==> config.mk <==
export PLATFORM = sky130hd
export DESIGN_NAME = edh_core
export DESIGN_NICKNAME = d
export VERILOG_FILES = /design/src/hdl/edh_pkg.sv /design/src/hdl/edh_core.sv
export SDC_FILE = /design/constraint.sdc
export NUM_CORES = 1
export LEC_CHECK = 0
export BUFFER_PORTS_ARGS = -buffer_cell sky130_fd_sc_hd__buf_4
export CAP_MARGIN = 25
export CORE_MARGIN = 5
export CORE_UTILIZATION = 49
export CTS_BUF_LIST = sky130_fd_sc_hd__clkbuf_2 sky130_fd_sc_hd__clkbuf_4 sky130_fd_sc_hd__clkbuf_8
export DETAILED_ROUTE_END_ITERATION = 10
export PLACE_DENSITY = 0.89
export SYNTH_ARGS = -nofsm -noshare
export SYNTH_HDL_FRONTEND = slang
export SYNTH_SLANG_ARGS = --single-unit
==> constraint.sdc <==
create_clock -name REF_CLK_I -period 3.1 [get_ports REF_CLK_I]
set_clock_uncertainty 0.05 [all_clocks]
set_input_delay 0.62 -clock REF_CLK_I [delete_from_list [all_inputs] [get_ports REF_CLK_I]]
set_output_delay 0.62 -clock REF_CLK_I [all_outputs]
set_load 0.05 [all_outputs]
==> src/hdl/edh_pkg.sv <==
// Purpose: shared constants for the edh flag processing core
// Assumes: register index times four gives the wishbone byte address
// Notes: flag groups are five bits, ues ida idh eda edh from msb down
package edh_pkg;
	// register indices
	localparam logic [5:0] IDX_CTRL = 6'h00;
	localparam logic [5:0] IDX_SENS = 6'h01;
	localparam logic [5:0] IDX_OVR_VAL = 6'h02;
	localparam logic [5:0] IDX_OVR_CTRL = 6'h03;
	localparam logic [5:0] IDX_STATUS = 6'h04;
	localparam logic [5:0] IDX_OUT = 6'h05;
	localparam logic [5:0] IDX_CNT_HI = 6'h10;
	localparam logic [5:0] IDX_CNT_LO = 6'h11;
	// field positions
	localparam int CTRL_CORR_BIT = 0;
	localparam int CTRL_MODE_LSB = 1;
	localparam int OVR_FFV_BIT = 15;
	localparam int OVR_APV_BIT = 16;
	localparam int OVR_CTRL_FFV_BIT = 3;
	localparam int OVR_CTRL_APV_BIT = 4;
	localparam int SENS_CSUM_BIT = 15;
	localparam int F_EDH = 0;
	localparam int F_EDA = 1;
	localparam int F_IDH = 2;
	localparam int F_IDA = 3;
	localparam int F_UES = 4;
	localparam int GRP_ANC = 2;
	// reset values
	localparam logic [15:0] SENS_RST = 16'h7fff;
	localparam logic [16:0] OVR_VAL_RST = 17'h18000;
	localparam logic [23:0] CNT_RST = 24'h000000;
	// counter modes
	localparam logic [1:0] MODE_NORMAL = 2'h0;
	localparam logic [1:0] MODE_RESET = 2'h1;
	localparam logic [1:0] MODE_AUTO = 2'h2;
	localparam logic [1:0] MODE_HOLD = 2'h3;
	// flag port selects
	localparam logic [1:0] SEL_MISC = 2'h3;
	// edh packet header words and lowest illegal anc checksum
	localparam logic [9:0] HDR_W0 = 10'h000;
	localparam logic [9:0] HDR_W1 = 10'h3ff;
	localparam logic [9:0] HDR_W2 = 10'h3ff;
	localparam logic [9:0] HDR_W3 = 10'h1f4;
	localparam logic [9:0] CSUM_ILL_MIN = 10'h3fc;
endpackage

==> src/hdl/edh_core.sv <==
// Purpose: edh flag handling, anc checksum check, missing packet, counter
// Assumes: crc engines and packet parser sit outside and feed strobes
// Notes: flag port read mode only mirrors the outgoing flags
// Contract
// - valid region: compare embedded crc with calculated crc
// - invalid region: no compare, region edh flag stays zero
// - outgoing eda is incoming eda or incoming edh
// - invalid crc region: fresh crc inserted, outgoing validity high
// - receive: outgoing ues set by incoming ues or low validity
// - receive, missing_packet_flag packet: all three ues flags set
// - outgoing validity high unless host or flag port overrides
// - any anc checksum mismatch in field sets anc edh flag
// - pin or host bit enables anc checksum replacement
// - illegal checksum 3fc to 3ff with correction flags ff and ap edh
// - anc edh override beats checksum verification result
// - bad edh packet checksum sets a readable error flag
// - missing flag set exactly for fields lacking the packet
// - packet counts only with right header at expected position
// - 24 bit counter counts outgoing packets with sensitive errors
// - flag sensitivity active low, checksum sensitivity active high
// - two bit mode: normal, reset, auto reset, hold
// - reset mode clears counter then mode returns to normal
// - auto mode clears counter on read of low counter byte
// - hold mode forces counter to zero until mode changes
// - flag port writes apply to next outgoing packet only
// - flag port writes beat host overrides
// - select 0 ff, 1 ap, 2 anc, 3 in/out and validity
// - first low sample releases pins, later low edges latch data
// - in/out selector resets low and holds last written value
`timescale 1ns/1ps
module edh_core
(
	// clock and reset
	input wire logic REF_CLK_I,
	input wire logic RST_N_I,
	// wishbone slave
	input wire logic [7:0] ADR_I,
	input wire logic [31:0] DAT_I,
	output logic [31:0] DAT_O,
	input wire logic WE_I,
	input wire logic [3:0] SEL_I,
	input wire logic CYC_I,
	input wire logic STB_I,
	output logic ACK_O,
	// video side events
	input wire logic RX_MODE_I,
	input wire logic FIELD_END_I,
	input wire logic [9:0] ANC_WORD_I,
	input wire logic ANC_VLD_I,
	input wire logic EDH_SLOT_I,
	input wire logic PKT_DONE_I,
	input wire logic PKT_CSUM_OK_I,
	input wire logic [14:0] IN_FLAGS_I,
	input wire logic IN_FFV_I,
	input wire logic IN_APV_I,
	input wire logic [15:0] IN_CRC_FF_I,
	input wire logic [15:0] IN_CRC_AP_I,
	input wire logic [15:0] CALC_CRC_FF_I,
	input wire logic [15:0] CALC_CRC_AP_I,
	// anc checksum
	input wire logic ANC_CSUM_DONE_I,
	input wire logic [9:0] ANC_CSUM_RX_I,
	input wire logic [9:0] ANC_CSUM_CALC_I,
	input wire logic ANC_CSUM_CORR_I,
	output logic [9:0] ANC_CSUM_O,
	output logic ANC_CSUM_STB_O,
	// flag port
	input wire logic FL_DIR_I,
	input wire logic [1:0] FL_SEL_I,
	input wire logic [4:0] FL_I,
	output logic [4:0] FL_O,
	output logic FL_OE_N_O,
	// outgoing packet and status
	output logic OUT_STB_O,
	output logic [14:0] OUT_FLAGS_O,
	output logic OUT_FFV_O,
	output logic OUT_APV_O,
	output logic [1:0] CRC_REPL_O,
	output logic MISSING_O,
	output logic CSUM_ERR_O,
	output logic [23:0] ERR_CNT_O
);

////////////////////////////////////////////////////////////////////////////

logic ack_reg;
logic corr_reg;
logic [1:0] mode_reg;
logic [15:0] sens_reg;
logic [16:0] ovr_val_reg;
logic [4:0] ovr_ctrl_reg;
logic [23:0] cnt_reg;
logic [29:0] hdr_sh_reg;
logic pkt_seen_reg;
logic anc_mis_reg;
logic ill_reg;
logic [14:0] in_flags_reg;
logic [1:0] in_v_reg;
logic [1:0] crc_mis_reg;
logic csum_bad_reg;
logic dir_low_d_reg;
logic [2:0][4:0] fp_val_reg;
logic [2:0] fp_pend_reg;
logic [1:0] fp_v_reg;
logic [1:0] fp_v_pend_reg;
logic in_out_reg;

function automatic logic [31:0] merge(input logic [31:0] old);
	merge = old;
	for (int b = 0; b < 4; b++)
	begin
		if (SEL_I[b])
			merge[8*b +: 8] = DAT_I[8*b +: 8];
	end
endfunction

////////////////////////////////////////////////////////////////////////////
// bus decode

wire [5:0] idx = ADR_I[7:2];
wire bus_go = CYC_I && STB_I && !ack_reg;
wire bus_wr = bus_go && WE_I;
wire rd_clr = bus_go && !WE_I && idx == edh_pkg::IDX_CNT_LO;
wire ctrl_wr = bus_wr && idx == edh_pkg::IDX_CTRL && SEL_I[0];
wire [31:0] ctrl_rd = {29'h0, mode_reg, corr_reg};
wire [31:0] status_rd = {29'h0, CSUM_ERR_O, MISSING_O, in_out_reg};
wire [31:0] out_rd = {15'h0, OUT_APV_O, OUT_FFV_O, OUT_FLAGS_O};
wire [31:0] rd_data =
	idx == edh_pkg::IDX_CTRL ? ctrl_rd :
	idx == edh_pkg::IDX_SENS ? {16'h0, sens_reg} :
	idx == edh_pkg::IDX_OVR_VAL ? {15'h0, ovr_val_reg} :
	idx == edh_pkg::IDX_OVR_CTRL ? {27'h0, ovr_ctrl_reg} :
	idx == edh_pkg::IDX_STATUS ? status_rd :
	idx == edh_pkg::IDX_OUT ? out_rd :
	idx == edh_pkg::IDX_CNT_HI ? {16'h0, cnt_reg[23:8]} :
	idx == edh_pkg::IDX_CNT_LO ? {24'h0, cnt_reg[7:0]} :
	32'h0;
// unmapped reads return zero, writes vanish, both still acked
wire [31:0] ctrl_m = merge(ctrl_rd);
wire [31:0] sens_m = merge({16'h0, sens_reg});
wire [31:0] ovr_val_m = merge({15'h0, ovr_val_reg});
wire [31:0] ovr_ctrl_m = merge({27'h0, ovr_ctrl_reg});
wire corr_next = ctrl_wr ? ctrl_m[edh_pkg::CTRL_CORR_BIT] : corr_reg;
wire [1:0] mode_next = ctrl_wr ? ctrl_m[edh_pkg::CTRL_MODE_LSB +: 2] :
	mode_reg == edh_pkg::MODE_RESET ? edh_pkg::MODE_NORMAL :
	mode_reg;

always_ff @(posedge REF_CLK_I or negedge RST_N_I)
begin
	if (!RST_N_I)
	begin
		ack_reg <= 1'b0;
		DAT_O <= 32'h0;
	end
	else
	begin
		ack_reg <= bus_go;
		DAT_O <= bus_go && !WE_I ? rd_data : 32'h0;
	end
end
assign ACK_O = ack_reg;

always_ff @(posedge REF_CLK_I or negedge RST_N_I)
begin
	if (!RST_N_I)
	begin
		corr_reg <= 1'b0;
		mode_reg <= edh_pkg::MODE_NORMAL;
		sens_reg <= edh_pkg::SENS_RST;
		ovr_val_reg <= edh_pkg::OVR_VAL_RST;
		ovr_ctrl_reg <= 5'h00;
	end
	else
	begin
		corr_reg <= corr_next;
		mode_reg <= mode_next;
		if (bus_wr && idx == edh_pkg::IDX_SENS)
			sens_reg <= sens_m[15:0];
		if (bus_wr && idx == edh_pkg::IDX_OVR_VAL)
			ovr_val_reg <= ovr_val_m[16:0];
		if (bus_wr && idx == edh_pkg::IDX_OVR_CTRL)
			ovr_ctrl_reg <= ovr_ctrl_m[4:0];
	end
end

////////////////////////////////////////////////////////////////////////////
// per field capture

// header must complete inside the expected slot to count as a packet
wire hdr_hit = ANC_VLD_I && EDH_SLOT_I && ANC_WORD_I == edh_pkg::HDR_W3
	&& hdr_sh_reg == {edh_pkg::HDR_W0, edh_pkg::HDR_W1, edh_pkg::HDR_W2};
wire corr_en = ANC_CSUM_CORR_I || corr_reg;
wire anc_mis = ANC_CSUM_DONE_I && ANC_CSUM_RX_I != ANC_CSUM_CALC_I;
wire anc_ill = ANC_CSUM_DONE_I && corr_en
	&& ANC_CSUM_RX_I >= edh_pkg::CSUM_ILL_MIN;
// events on the field end edge carry into the next field, never lost
wire pkt_seen_next = hdr_hit || (pkt_seen_reg && !FIELD_END_I);
wire anc_mis_next = anc_mis || (anc_mis_reg && !FIELD_END_I);
wire ill_next = anc_ill || (ill_reg && !FIELD_END_I);
wire [1:0] crc_mis_now = {IN_CRC_AP_I != CALC_CRC_AP_I,
	IN_CRC_FF_I != CALC_CRC_FF_I};

always_ff @(posedge REF_CLK_I or negedge RST_N_I)
begin
	if (!RST_N_I)
	begin
		hdr_sh_reg <= 30'h0;
		pkt_seen_reg <= 1'b0;
		anc_mis_reg <= 1'b0;
		ill_reg <= 1'b0;
	end
	else
	begin
		if (ANC_VLD_I)
			hdr_sh_reg <= {hdr_sh_reg[19:0], ANC_WORD_I};
		pkt_seen_reg <= pkt_seen_next;
		anc_mis_reg <= anc_mis_next;
		ill_reg <= ill_next;
	end
end

always_ff @(posedge REF_CLK_I or negedge RST_N_I)
begin
	if (!RST_N_I)
	begin
		in_flags_reg <= 15'h0;
		in_v_reg <= 2'h3;
		crc_mis_reg <= 2'h0;
		csum_bad_reg <= 1'b0;
	end
	else if (PKT_DONE_I)
	begin
		in_flags_reg <= IN_FLAGS_I;
		in_v_reg <= {IN_APV_I, IN_FFV_I};
		crc_mis_reg <= crc_mis_now;
		csum_bad_reg <= !PKT_CSUM_OK_I;
	end
end

////////////////////////////////////////////////////////////////////////////
// anc checksum replacement

always_ff @(posedge REF_CLK_I or negedge RST_N_I)
begin
	if (!RST_N_I)
	begin
		ANC_CSUM_O <= 10'h0;
		ANC_CSUM_STB_O <= 1'b0;
	end
	else
	begin
		ANC_CSUM_STB_O <= ANC_CSUM_DONE_I;
		if (ANC_CSUM_DONE_I)
			ANC_CSUM_O <= corr_en ? ANC_CSUM_CALC_I : ANC_CSUM_RX_I;
	end
end

////////////////////////////////////////////////////////////////////////////
// flag port

// one idle edge after the release avoids contention on the pins
wire fp_wr = !FL_DIR_I && dir_low_d_reg;
wire fp_misc = fp_wr && FL_SEL_I == edh_pkg::SEL_MISC;
wire [2:0] fp_hit;
wire [2:0] fp_pend_next;
wire [2:0][4:0] base;
wire [2:0][4:0] fin;
wire [2:0] v_w = {1'b1, in_v_reg};
wire [2:0] mis_w = {anc_mis_reg, crc_mis_reg};
wire [2:0][4:0] in_w = in_flags_reg;
wire pkt_rx = RX_MODE_I && pkt_seen_reg;

genvar g;
generate
	for (g = 0; g < 3; g++)
	begin : grp
		assign fp_hit[g] = fp_wr && FL_SEL_I == 2'(g);
		assign fp_pend_next[g] = fp_hit[g]
			|| (fp_pend_reg[g] && !FIELD_END_I);
		// anc checksum check runs whether or not a packet arrived
		assign base[g][edh_pkg::F_EDH] = v_w[g] && mis_w[g]
			&& (g == edh_pkg::GRP_ANC || pkt_rx);
		assign base[g][edh_pkg::F_EDA] = pkt_rx && (in_w[g][edh_pkg::F_EDA]
			|| in_w[g][edh_pkg::F_EDH]);
		assign base[g][edh_pkg::F_IDH] = 1'b0;
		assign base[g][edh_pkg::F_IDA] = pkt_rx && (in_w[g][edh_pkg::F_IDA]
			|| in_w[g][edh_pkg::F_IDH]);
		assign base[g][edh_pkg::F_UES] = RX_MODE_I && (!pkt_seen_reg
			|| in_w[g][edh_pkg::F_UES] || !v_w[g]);
		assign fin[g] = fp_pend_reg[g] ? fp_val_reg[g] :
			ovr_ctrl_reg[g] ? ovr_val_reg[5*g +: 5] : base[g];
	end
endgenerate

always_ff @(posedge REF_CLK_I or negedge RST_N_I)
begin
	if (!RST_N_I)
	begin
		dir_low_d_reg <= 1'b0;
		fp_val_reg <= 15'h0;
		fp_pend_reg <= 3'h0;
		FL_OE_N_O <= 1'b1;
	end
	else
	begin
		dir_low_d_reg <= !FL_DIR_I;
		FL_OE_N_O <= !FL_DIR_I;
		fp_pend_reg <= fp_pend_next;
		for (int k = 0; k < 3; k++)
		begin
			if (fp_hit[k])
				fp_val_reg[k] <= FL_I;
		end
	end
end

always_ff @(posedge REF_CLK_I or negedge RST_N_I)
begin
	if (!RST_N_I)
	begin
		fp_v_reg <= 2'h3;
		fp_v_pend_reg <= 2'h0;
		in_out_reg <= 1'b0;
	end
	else
	begin
		fp_v_pend_reg <= fp_misc ? 2'h3 : FIELD_END_I ? 2'h0 : fp_v_pend_reg;
		if (fp_misc)
		begin
			fp_v_reg <= FL_I[3:2];
			in_out_reg <= FL_I[4];
		end
	end
end

// read mode only mirrors outgoing flags; incoming view not offered
wire [4:0] misc_rd = {CSUM_ERR_O, OUT_APV_O, OUT_FFV_O, 2'h0};
wire [4:0] fl_next = FL_SEL_I == edh_pkg::SEL_MISC ? misc_rd :
	OUT_FLAGS_O[5*FL_SEL_I +: 5];

always_ff @(posedge REF_CLK_I or negedge RST_N_I)
begin
	if (!RST_N_I)
		FL_O <= 5'h0;
	else
		FL_O <= fl_next;
end

////////////////////////////////////////////////////////////////////////////
// outgoing packet

// illegal anc checksum leaves ff and ap edh set even under overrides
wire [14:0] out_next = fin | {5'h0, 4'h0, ill_reg, 4'h0, ill_reg};
wire ffv_next = fp_v_pend_reg[0] ? fp_v_reg[0] :
	ovr_ctrl_reg[edh_pkg::OVR_CTRL_FFV_BIT] ?
	ovr_val_reg[edh_pkg::OVR_FFV_BIT] : 1'b1;
wire apv_next = fp_v_pend_reg[1] ? fp_v_reg[1] :
	ovr_ctrl_reg[edh_pkg::OVR_CTRL_APV_BIT] ?
	ovr_val_reg[edh_pkg::OVR_APV_BIT] : 1'b1;
wire csum_now = pkt_seen_reg && csum_bad_reg;
wire cnt_hit = FIELD_END_I && (|(out_next & ~sens_reg[14:0])
	|| (csum_now && sens_reg[edh_pkg::SENS_CSUM_BIT]));
wire [23:0] cnt_inc = cnt_reg + {23'h0, cnt_hit};
wire cnt_zero = mode_reg == edh_pkg::MODE_HOLD
	|| mode_reg == edh_pkg::MODE_RESET;
wire [23:0] cnt_next = cnt_zero ? edh_pkg::CNT_RST :
	mode_reg == edh_pkg::MODE_AUTO && rd_clr ? {23'h0, cnt_hit} :
	cnt_inc;

always_ff @(posedge REF_CLK_I or negedge RST_N_I)
begin
	if (!RST_N_I)
		cnt_reg <= edh_pkg::CNT_RST;
	else
		cnt_reg <= cnt_next;
end
assign ERR_CNT_O = cnt_reg;

always_ff @(posedge REF_CLK_I or negedge RST_N_I)
begin
	if (!RST_N_I)
	begin
		OUT_STB_O <= 1'b0;
		OUT_FLAGS_O <= 15'h0;
		OUT_FFV_O <= 1'b1;
		OUT_APV_O <= 1'b1;
		CRC_REPL_O <= 2'h0;
		MISSING_O <= 1'b0;
		CSUM_ERR_O <= 1'b0;
	end
	else
	begin
		OUT_STB_O <= FIELD_END_I;
		if (FIELD_END_I)
		begin
			OUT_FLAGS_O <= out_next;
			OUT_FFV_O <= ffv_next;
			OUT_APV_O <= apv_next;
			CRC_REPL_O <= pkt_seen_reg ? ~in_v_reg : 2'h0;
			MISSING_O <= !pkt_seen_reg;
			CSUM_ERR_O <= csum_now;
		end
	end
end
endmodule

==> results of run 1 <==
critical path: cells and delay by family, from the launching register on:
kind | cells | cell delay, ps
DFF | 1 | 470
AOI/OAI and AO/OA | 3 | 440
buffers and inverters | 3 | 470
xor gates and xnor gates | 1 | 170
adders and majority gates | 1 | 150
and+or+nand+nor | 7 | 1330
Yosys cell counts (12+ instances only):
cell type  number  area [µm²]
inv_1          21       78.83
nand2_1        41       153.9
dfrtp_1       174        4354
a21oi_1        42       210.2
o21ai_0        26       130.1
xor2_1         24       210.2
clkbuf_1       15       56.30
xnor2_1        40       350.3
dfstp_2        24       630.6
nand3_1        20       100.1
mux2_2        102        1149
nor2_1         63       236.5
a222oi_1       13       130.1
nand4_1        21       131.4
mux2i_1        12       120.1
buf_4          21       157.7
a22oi_1        23       172.7
cell families (layout without fill, tap and decap cells):
kind of cell / count (synthesis) / in the layout / synth area share
AO/OA/AOI/OAI: 152 / 152 / 0.1073
XOR/XNOR: 64 / 64 / 0.05969
adder cells (fa/ha/maj): 2 / 2 / 0.002664
buffers and inverters: 68 / 330 / 0.03678
flip-flops: 198 / 198 / 0.5308
multiplexers: 117 / 117 / 0.1423
other: 1 / 15 / 0.0003994
AND/OR/NAND/NOR: 210 / 210 / 0.1201
worst paths after layout:
check,startpoint,endpoint,cells past startpoint
worst min-delay path,RST_N_I,DAT_O[11],1
min in group REF_CLK_I,PKT_CSUM_OK_I,csum_bad_reg,2
worst max-delay path,fp_pend_reg[0],ERR_CNT_O[19],15
worst min register to register,ACK_O,ACK_O,1
max in group asynchronous,RST_N_I,in_v_reg[0],2
worst max register to register,fp_pend_reg[0],ERR_CNT_O[19],15
per-layer routing:
layer / vias to the layer above / share of wire / global-route usage
met5: - / 0 / 0
met4: 0 / 0.019 / 0.08129
met3: 45 / 0.099 / 0.06185
met2: 443 / 0.50 / 0.4142
met1: 3748 / 0.39 / 0.3182
li1: 3459 / - / -
per-stage QoR:
stage / std cells / setup TNS (ps) / hold WS (ps) / instance area, µm² / util
3_3_place_gp: 1286 / -4102 / 411.1 / 11540 / 0.6147
6_report: 1322 / -228.9 / 100.0 / 12090 / 0.6443
4_1_cts: 1320 / -91.98 / 111.3 / 11980 / 0.6383
5_1_grt: 1322 / -1670 / 132.7 / 12090 / 0.6443
2_1_floorplan: 826 / 0 / 274.4 / 9443 / -
3_5_place_dp: 1286 / -6376 / 424.1 / 11540 / 0.6147
power breakdown:
part	internal (mW)	total (mW)	switching [mW]
combinational	0.567	1.32	0.757
sequential	2.83	3.07	0.237
clock	0.673	1.67	0.996
total	4.07	6.06	1.99
cell type report:
type	instances	area share
clock inverter	15	0.01304
inverter	21	0.006519
sequential	198	0.4125
timing repair buffer	277	0.1745
multi-input combinational	560	0.3500
clock buffer	17	0.01935
tap	234	0.02421
repair_timing:
| item | in CTS | in global routing |
|---|---|---|
| pin swaps | 7 | 17 |
| buffers inserted | 2 | 3 |
| setup endpoints to repair | 14 | 20 |
| gates resized for setup | 7 | 20 |
==> flow_summary.json, run 1 <==
{
  "status": "complete, but fails checks",
  "violations": "negative setup slack",
  "dr.pass1.iters": 8,
  "vias_per_cell": 5.821,
  "dp_slack_ps": -424.6,
  "slew_headroom": 0.4723,
  "ys_types": 63,
  "synth_edf_count": 0,
  "port_buffers": 238,
  "drtAntennaViolNets": 0,
  "die_w_um": 148.4,
  "max_slew.worst_pin.slew_ps": 790.7,
  "grt_pass1_wl_um": 43020,
  "yosys_most_used_dff": "dfrtp_1",
  "layout_common_cells": "272 x buf_4, 172 x dfrtp_1, 102 x mux2_2",
  "setup_slack_ps": -63.30,
  "cts_root_buf": "clkbuf_8",
  "cts_hold_buffers": 0,
  "rsz0062_at_grt": "true",
  "power_leakage_nw": 5.472,
  "multi_input_area_mm2": 0.004232,
  "clockBufferDepth": 2,
  "fmax_ghz": 0.3161,
  "wl_per_cell_um": 20.57,
  "end_kind": "flip-flop",
  "syn_area_mm2": 0.009390,
  "timing_hold_violations_final": 0,
  "final_nets": 1253,
  "core_mm2": 0.01877,
  "grt_pass1_vias": 7910,
  "grt_max_degree": 75,
  "remaining_drc_errors": 0,
  "slowest_stage": "dfrtp_1",
  "wirelength_um": 27190,
  "drv_slew": 0,
  "setup_viol": 5,
  "cts-buffers-inserted": 17,
  "drive_gt1_frac": 0.4338,
  "layout_commonest_cell": "buf_4",
  "grtUsageTotal": 0.2479,
  "min_period_ps": 3163,
  "pin_count": 272,
  "async_flop_share": 1.000,
  "synth_warnings": 0,
  "crit_chain": "nor4bb_1, buf_4, a222oi_1, o221ai_1, nor4b_2, o2111ai_2, and2_4, ha_4, buf_6, nand4_1, buf_4, nor3_4, nand3_1, xor2_1, nor2_1",
  "grt_overflow": 0,
  "totalPowerFinal_mw": 6.062,
  "startpoint_type": "flip-flop",
  "fillCellCount": 1426,
  "cap_violations": 0,
  "synth-seq-area-share": 0.5308,
  "antenna_found_initial": 0,
  "ys_seq_elements": 198,
  "die_h_um": 148.4,
  "vdd_drop_max_mv": 0.2984,
  "pwr_density_cell_mw_per_mm2": 501.3,
  "cts_sinks": 198,
  "cts_max_level": 4,
  "start_util": 0.5003,
  "finalCritPeriodShare": 1.020,
  "row_count": 50,
  "largest_reg_flops": 30,
  "cp_common_cell": "buf_4",
  "max_stage_delay_ps": 470,
  "clk_pin_slew_worst_paths_ps": 100,
  "cts_tree": "built",
  "antennaDiodeCount": 0,
  "seqCellArea_mm2": 0.004987,
  "hold_class": "primary input to asynchronous set/reset pin",
  "reg2reg_slack_ps": -60,
  "critPathMaxFanout": 7,
  "globalplace.congestion": 0.8979,
  "postSynthCellCount": 812,
  "dpl.hpwl_um": 20920,
  "synth.avg_cell_area_um2": 11.56,
  "cp_data_required_time_ps": 3440,
  "dieArea_mm2": 0.02203,
  "area_delta_synth_final_pct": 28.77,
  "clock_latency_ps": 460,
  "first_iter_violations": 616,
  "vias": 7695,
  "worstPathArrival_ps": 3510,
  "critPathKind": "flip-flop to flip-flop"
}
No activity file was read; power rests on OpenSTA's default activity.
==> inputs of run 2 (changes only) <==
- CORE_UTILIZATION: 49 -> 55
- PLACE_DENSITY: 0.89 -> 0.94
- clock period: 3.1 -> 3.8 ns (I/O delays scaled with it)
==> run 2 against run 1 <==
Effect of this change:
- the flow now finishes without violations
- cell area fell by 2.6%
- register-to-register slack improved by 340 ps
- sequential power fell by 19%
- sequential cell count did not move
==> flow_summary.json, run 2 (synthesis results as in run 1) <==
{
  "status": "completed",
  "dp_slack_ps": 54.66,
  "critPathKind": "flip-flop to flip-flop",
  "drv_slew": 0,
  "cts_max_level": 4,
  "reg2reg_slack_ps": 270,
  "globalplace.congestion": 0.9085,
  "finalCritPeriodShare": 0.9283,
  "vdd_drop_max_mv": 0.2703,
  "largest_reg_flops": 30,
  "setup_slack_ps": 272.6,
  "crit_chain": "nor2b_1, a222oi_1, o22ai_1, nor4b_2, o2111ai_1, and2_1, ha_1, ha_1, nand3_1, nor3_1, buf_4, nand2_1, xor2_1, nor2_1",
  "core_mm2": 0.01664,
  "grt_pass1_wl_um": 42490,
  "die_w_um": 140.7,
  "first_iter_violations": 728,
  "fmax_ghz": 0.2835,
  "pin_count": 272,
  "setup_viol": 0,
  "dpl_cell_area_mm2": 0.01132,
  "layout_common_cells": "245 x buf_4, 174 x dfrtp_1, 102 x mux2_2",
  "max_slew.worst_pin.slew_ps": 867.3,
  "grt_pass1_vias": 8019,
  "cts_tree": "built",
  "cts_root_buf": "clkbuf_8",
  "layout_commonest_cell": "buf_4",
  "final_area_mm2": 0.01178,
  "dpl.hpwl_um": 20850,
  "pwr_density_cell_mw_per_mm2": 427.5,
  "drive_gt1_frac": 0.3998,
  "port_buffers": 238,
  "fin_cells": 1278,
  "antennaDiodeCount": 0,
  "dp.cells": 1246,
  "start_util": 0.5642,
  "row_count": 47,
  "grtUsageTotal": 0.2732,
  "post-cts-setup-buffer-count": 0,
  "setup_tns_ps": 0,
  "rsz0062_at_grt": "false",
  "dieArea_mm2": 0.01979,
  "clockBufferDepth": 2,
  "clock_latency_ps": 480,
  "startpoint_type": "flip-flop",
  "grt_overflow": 0,
  "cp_data_required_time_ps": 4060,
  "worst_r2r_startpoint": "fp_pend_reg[1]",
  "fin_util": 0.7078,
  "min_period_ps": 3527,
  "worstPathArrival_ps": 3790,
  "antenna_found_initial": 0,
  "max_stage_delay_ps": 530,
  "reg2reg_to": "ERR_CNT_O[16]",
  "remaining_drc_errors": 0,
  "cts_hold_buffers": 0,
  "totalPowerFinal_mw": 5.035,
  "slowest_stage": "dfrtp_1",
  "die_h_um": 140.7,
  "vias": 7761,
  "area_delta_synth_final_pct": 25.44,
  "wirelength_um": 27030,
  "wl_per_cell_um": 21.15,
  "final_nets": 1223,
  "cts-buffers-inserted": 17,
  "clk_pin_slew_worst_paths_ps": 100,
  "vias_per_cell": 6.073,
  "hold_class": "primary input to asynchronous set/reset pin",
  "cts_sinks": 198,
  "cap_violations": 0,
  "timing_hold_violations_final": 0,
  "fillCellCount": 1161,
  "cts_resized": 0,
  "cp_common_cell": "ha_1",
  "power_leakage_nw": 5.336,
  "end_kind": "flip-flop",
  "grt_max_degree": 94,
  "r2r_cells": 14,
  "critPathMaxFanout": 10,
  "hold_slack_ps": 309.5,
  "slew_headroom": 0.4174,
  "drtAntennaViolNets": 0,
  "dr.pass1.iters": 5
}
## run 2: cell types whose count changed in the layout (fill, tap and decap cells not counted), moves of 3 or more
cell,previous run,this run
buf_4,272,245
inv_8,5,1
nand3_1,16,20
buf_6,3,0
bufinv_16,1,4
nand3_2,4,1
## run 2: report_power, final
part	leakage, nW	internal [mW]	total (mW)	switching [mW]
combinational	2.67	0.426	1.02	0.597
clock	0.227	0.763	1.51	0.751
sequential	2.44	2.31	2.50	0.189
total	5.34	3.50	5.04	1.54
## run 2: worst max-delay path by stage
stage | from | depth (start not counted) | end | slack, ps
after global routing | pkt_seen_reg | 12 | ERR_CNT_O[17] | 30
after floorplan | RX_MODE_I | 13 | ERR_CNT_O[16] | 610
after CTS | fp_pend_reg[1] | 14 | ERR_CNT_O[16] | 360
final | fp_pend_reg[1] | 14 | ERR_CNT_O[16] | 270
after detailed placement | RX_MODE_I | 15 | ERR_CNT_O[16] | 50
after global placement | RX_MODE_I | 15 | ERR_CNT_O[16] | 160
## run 2: metal layers
metal	track usage	routed length (µm)
met1	0.3337	9735
met2	0.4609	13250
met3	0.06773	2998
met4	0.1209	1041
met5	0	0
## run 2: critical path: cells and delay by family, from the launching register on
family	cells	cell delay, ps
AND/OR/NAND/NOR	7	1110
AO/OA/AOI/OAI	3	950
flip-flops	1	530
adder cells (fa/ha/maj)	2	430
buffers and inverters	1	160
XOR/XNOR	1	160
## run 2: final cells by class
| type | instances | area, µm² | area share |
|---|---|---|---|
| inverter | 21 | 78.83 | 0.006692 |
| tap | 220 | 275.3 | 0.02337 |
| sequential | 198 | 4985 | 0.4232 |
| multi-input combinational | 560 | 4113 | 0.3492 |
| clock inverter | 12 | 191.4 | 0.01625 |
| clock buffer | 20 | 262.8 | 0.02231 |
| timing repair buffer | 247 | 1873 | 0.1590 |
==> inputs of run 3 (changes only) <==
- ABC_AREA: default -> 1
- GPL_TIMING_DRIVEN: default -> 1
- PLACE_DENSITY: 0.94 -> 0.93
==> run 3 against run 2 <==
Effect of this change:
- synthesized area grew 8.2%
- maximum frequency grew 7.2%
- clock power shrank 9%
- largest cell class unchanged
==> flow_summary.json, run 3 <==
{
  "status": "completed",
  "clockBufferDepth": 2,
  "first_iter_violations": 867,
  "synth_edf_count": 0,
  "ys_types": 47,
  "yosys.area_share.simple": 0.2533,
  "slew_headroom": 0.4299,
  "reg2reg_to": "ERR_CNT_O[14]",
  "clock_latency_ps": 490,
  "r2r_cells": 17,
  "grt_pass1_wl_um": 47780,
  "cts_sinks": 198,
  "die_w_um": 145.9,
  "start_util": 0.5617,
  "vias_per_cell": 5.502,
  "pin_count": 272,
  "crit_chain": "inv_1, nor2_1, nand2_1, nand2_1, nand2_1, nand2_1, nor2_1, a31oi_1, ha_1, ha_1, nand3_1, nor4_4, nand2_1, nor3_1, nand2_1, nand2_1, nor2_1",
  "cts_resized": 0,
  "cts-buffers-inserted": 17,
  "synth-seq-area-share": 0.4906,
  "rsz0062_at_grt": "false",
  "globalplace.congestion": 0.9501,
  "critPathMaxFanout": 9,
  "final_nets": 1680,
  "cts_root_buf": "clkbuf_8",
  "finalCritPeriodShare": 0.8658,
  "post-cts-setup-buffer-count": 0,
  "synth_compound_area_frac": 0.1340,
  "vias": 9601,
  "end_kind": "flip-flop",
  "clk_pin_slew_worst_paths_ps": 120,
  "largest_reg_flops": 30,
  "setup_tns_ps": 0,
  "drv_slew": 0,
  "dr.pass1.iters": 6,
  "area_delta_synth_final_pct": 22.52,
  "fillCellCount": 1387,
  "wl_per_cell_um": 17.18,
  "fmax_ghz": 0.3039,
  "power_leakage_nw": 6.363,
  "layout_commonest_cell": "nand2_1",
  "max_stage_delay_ps": 570,
  "port_buffers": 238,
  "hold_class": "primary input to asynchronous set/reset pin",
  "row_count": 49,
  "synth_most_common_cell": "nand2_1",
  "remaining_drc_errors": 0,
  "synth_top_cell_area_share": 0.4286,
  "grtUsageTotal": 0.2782,
  "cts_hold_buffers": 0,
  "cts_tree": "built",
  "antenna_found_initial": 0,
  "synth_xor_area_frac": 0.02069,
  "syn_area_mm2": 0.01016,
  "setup_slack_ps": 509.8,
  "drtAntennaViolNets": 0,
  "slowest_stage": "dfrtp_1",
  "vdd_drop_max_mv": 0.2755,
  "worst_r2r_startpoint": "pkt_seen_reg",
  "synth.avg_cell_area_um2": 7.962,
  "synthTopCellsByArea": "dfrtp_1 43%, nand2_1 13%, inv_1 6.6%, dfstp_2 6.2%, o21ai_0 4.7%",
  "drive_gt1_frac": 0.2449,
  "yosys.area.top_type": "dfrtp_1",
  "cp_data_required_time_ps": 4140,
  "grt_overflow": 0,
  "ys_seq_elements": 198,
  "yosys_most_used_dff": "dfrtp_1",
  "dpl.hpwl_um": 23220,
  "min_period_ps": 3290,
  "layout_common_cells": "344 x nand2_1, 242 x buf_4, 178 x inv_1",
  "core_mm2": 0.01809,
  "synth_warnings": 0,
  "muxShareOfSynthArea": 0,
  "critPathKind": "flip-flop to flip-flop",
  "dieArea_mm2": 0.02129,
  "postSynthCellCount": 1276,
  "cap_violations": 0,
  "wirelength_um": 29970,
  "die_h_um": 145.9,
  "reg2reg_slack_ps": 510,
  "setup_viol": 0,
  "startpoint_type": "flip-flop",
  "timing_hold_violations_final": 0,
  "pwr_density_cell_mw_per_mm2": 392.1,
  "worstPathArrival_ps": 3630,
  "grt_max_degree": 106,
  "synthAdderAreaFrac": 0.002463,
  "cp_common_cell": "nand2_1",
  "synth_commonest_cells": "344 x nand2_1, 178 x inv_1, 174 x dfrtp_1",
  "async_flop_share": 1.000,
  "grt_pass1_vias": 9299,
  "max_slew.worst_pin.slew_ps": 855.1,
  "dp_slack_ps": 339.4,
  "fin_util": 0.6883,
  "cts_max_level": 4,
  "synth_top_family_by_area": "simple AND/OR/NAND/NOR gates"
}
==> run 3: cell count changes after synthesis, moves of 13 or more <==
cell and change:
a222oi_1 -13, a31oi_1 +19, inv_1 +157, mux2_2 -102, nand2_1 +303, nand3_1 +26, nor2_1 +20, nor3_1 +16
o21ai_0 +70, o21ai_1 +16, o21ai_2 +21, or2_2 +16, xnor2_1 -26, xor2_1 -14
==> run 3: metal layers <==
layer	track usage	up-vias	routed length, µm
li1	-	4528	-
met1	0.3562	4409	11410
met2	0.4582	568	14340
met3	0.06696	96	3118
met4	0.1097	0	1104
met5	0	-	0
==> run 3: worst max path at each step <==
stage                             from            end  cells after the start
final                     pkt_seen_reg  ERR_CNT_O[14]                     17
after global routing      pkt_seen_reg  ERR_CNT_O[14]                     17
after CTS                 pkt_seen_reg  ERR_CNT_O[14]                     17
after detailed placement     RX_MODE_I  ERR_CNT_O[14]                     18
after global placement       RX_MODE_I  ERR_CNT_O[14]                     18
after floorplan            FIELD_END_I  ERR_CNT_O[14]                     13
==> run 3: stage by stage <==
step                      total power [mW]  hold WS, ps  std cells  instance area, µm²
after floorplan                      3.093        392.6       1290               10210
after global placement               3.496        403.9       1712               12050
after detailed placement             3.533        409.8       1712               12050
after CTS                            4.884        332.9       1744               12450
after global routing                 5.085        332.8       1744               12450
final                                4.881        308.7       1745               12450
==> run 3: kinds of logic (layout without fill, tap and decap cells) <==
kind of cell               after synthesis  after routing
DFF                                    198            198
other                                    1             16
AOI/OAI and AO/OA                      236            236
buffers and inverters                  236            461
adders and majority gates                2              2
and+or+nand+nor                        579            579
xor gates and xnor gates                24             24
==> run 3: layout make-up <==
| class | count | area [µm²] | share of cell area |
|---|---|---|---|
| timing repair buffer | 244 | 1851 | 0.1487 |
| antenna | 1 | 2.502 | 0.0002010 |
| clock inverter | 15 | 163.9 | 0.01317 |
| clock buffer | 17 | 234.0 | 0.01880 |
| tap | 229 | 286.5 | 0.02302 |
| sequential | 198 | 4985 | 0.4004 |
| inverter | 185 | 699.4 | 0.05619 |
| multi-input combinational | 856 | 4227 | 0.3395 |
==> run 3: power breakdown <==
part | switching (mW) | leakage [nW] | internal [mW]
registers | 0.158 | 2.49 | 2.29
logic | 0.688 | 3.67 | 0.365
clock network | 0.874 | 0.205 | 0.506
==> run 3: worst max-delay path, delay by kind of cell (launching register included) <==
kind	cells	cell delay, ps
flip-flops	1	570
adder cells (fa/ha/maj)	2	480
buffers and inverters	1	170
AO/OA/AOI/OAI	1	280
AND/OR/NAND/NOR	13	1650
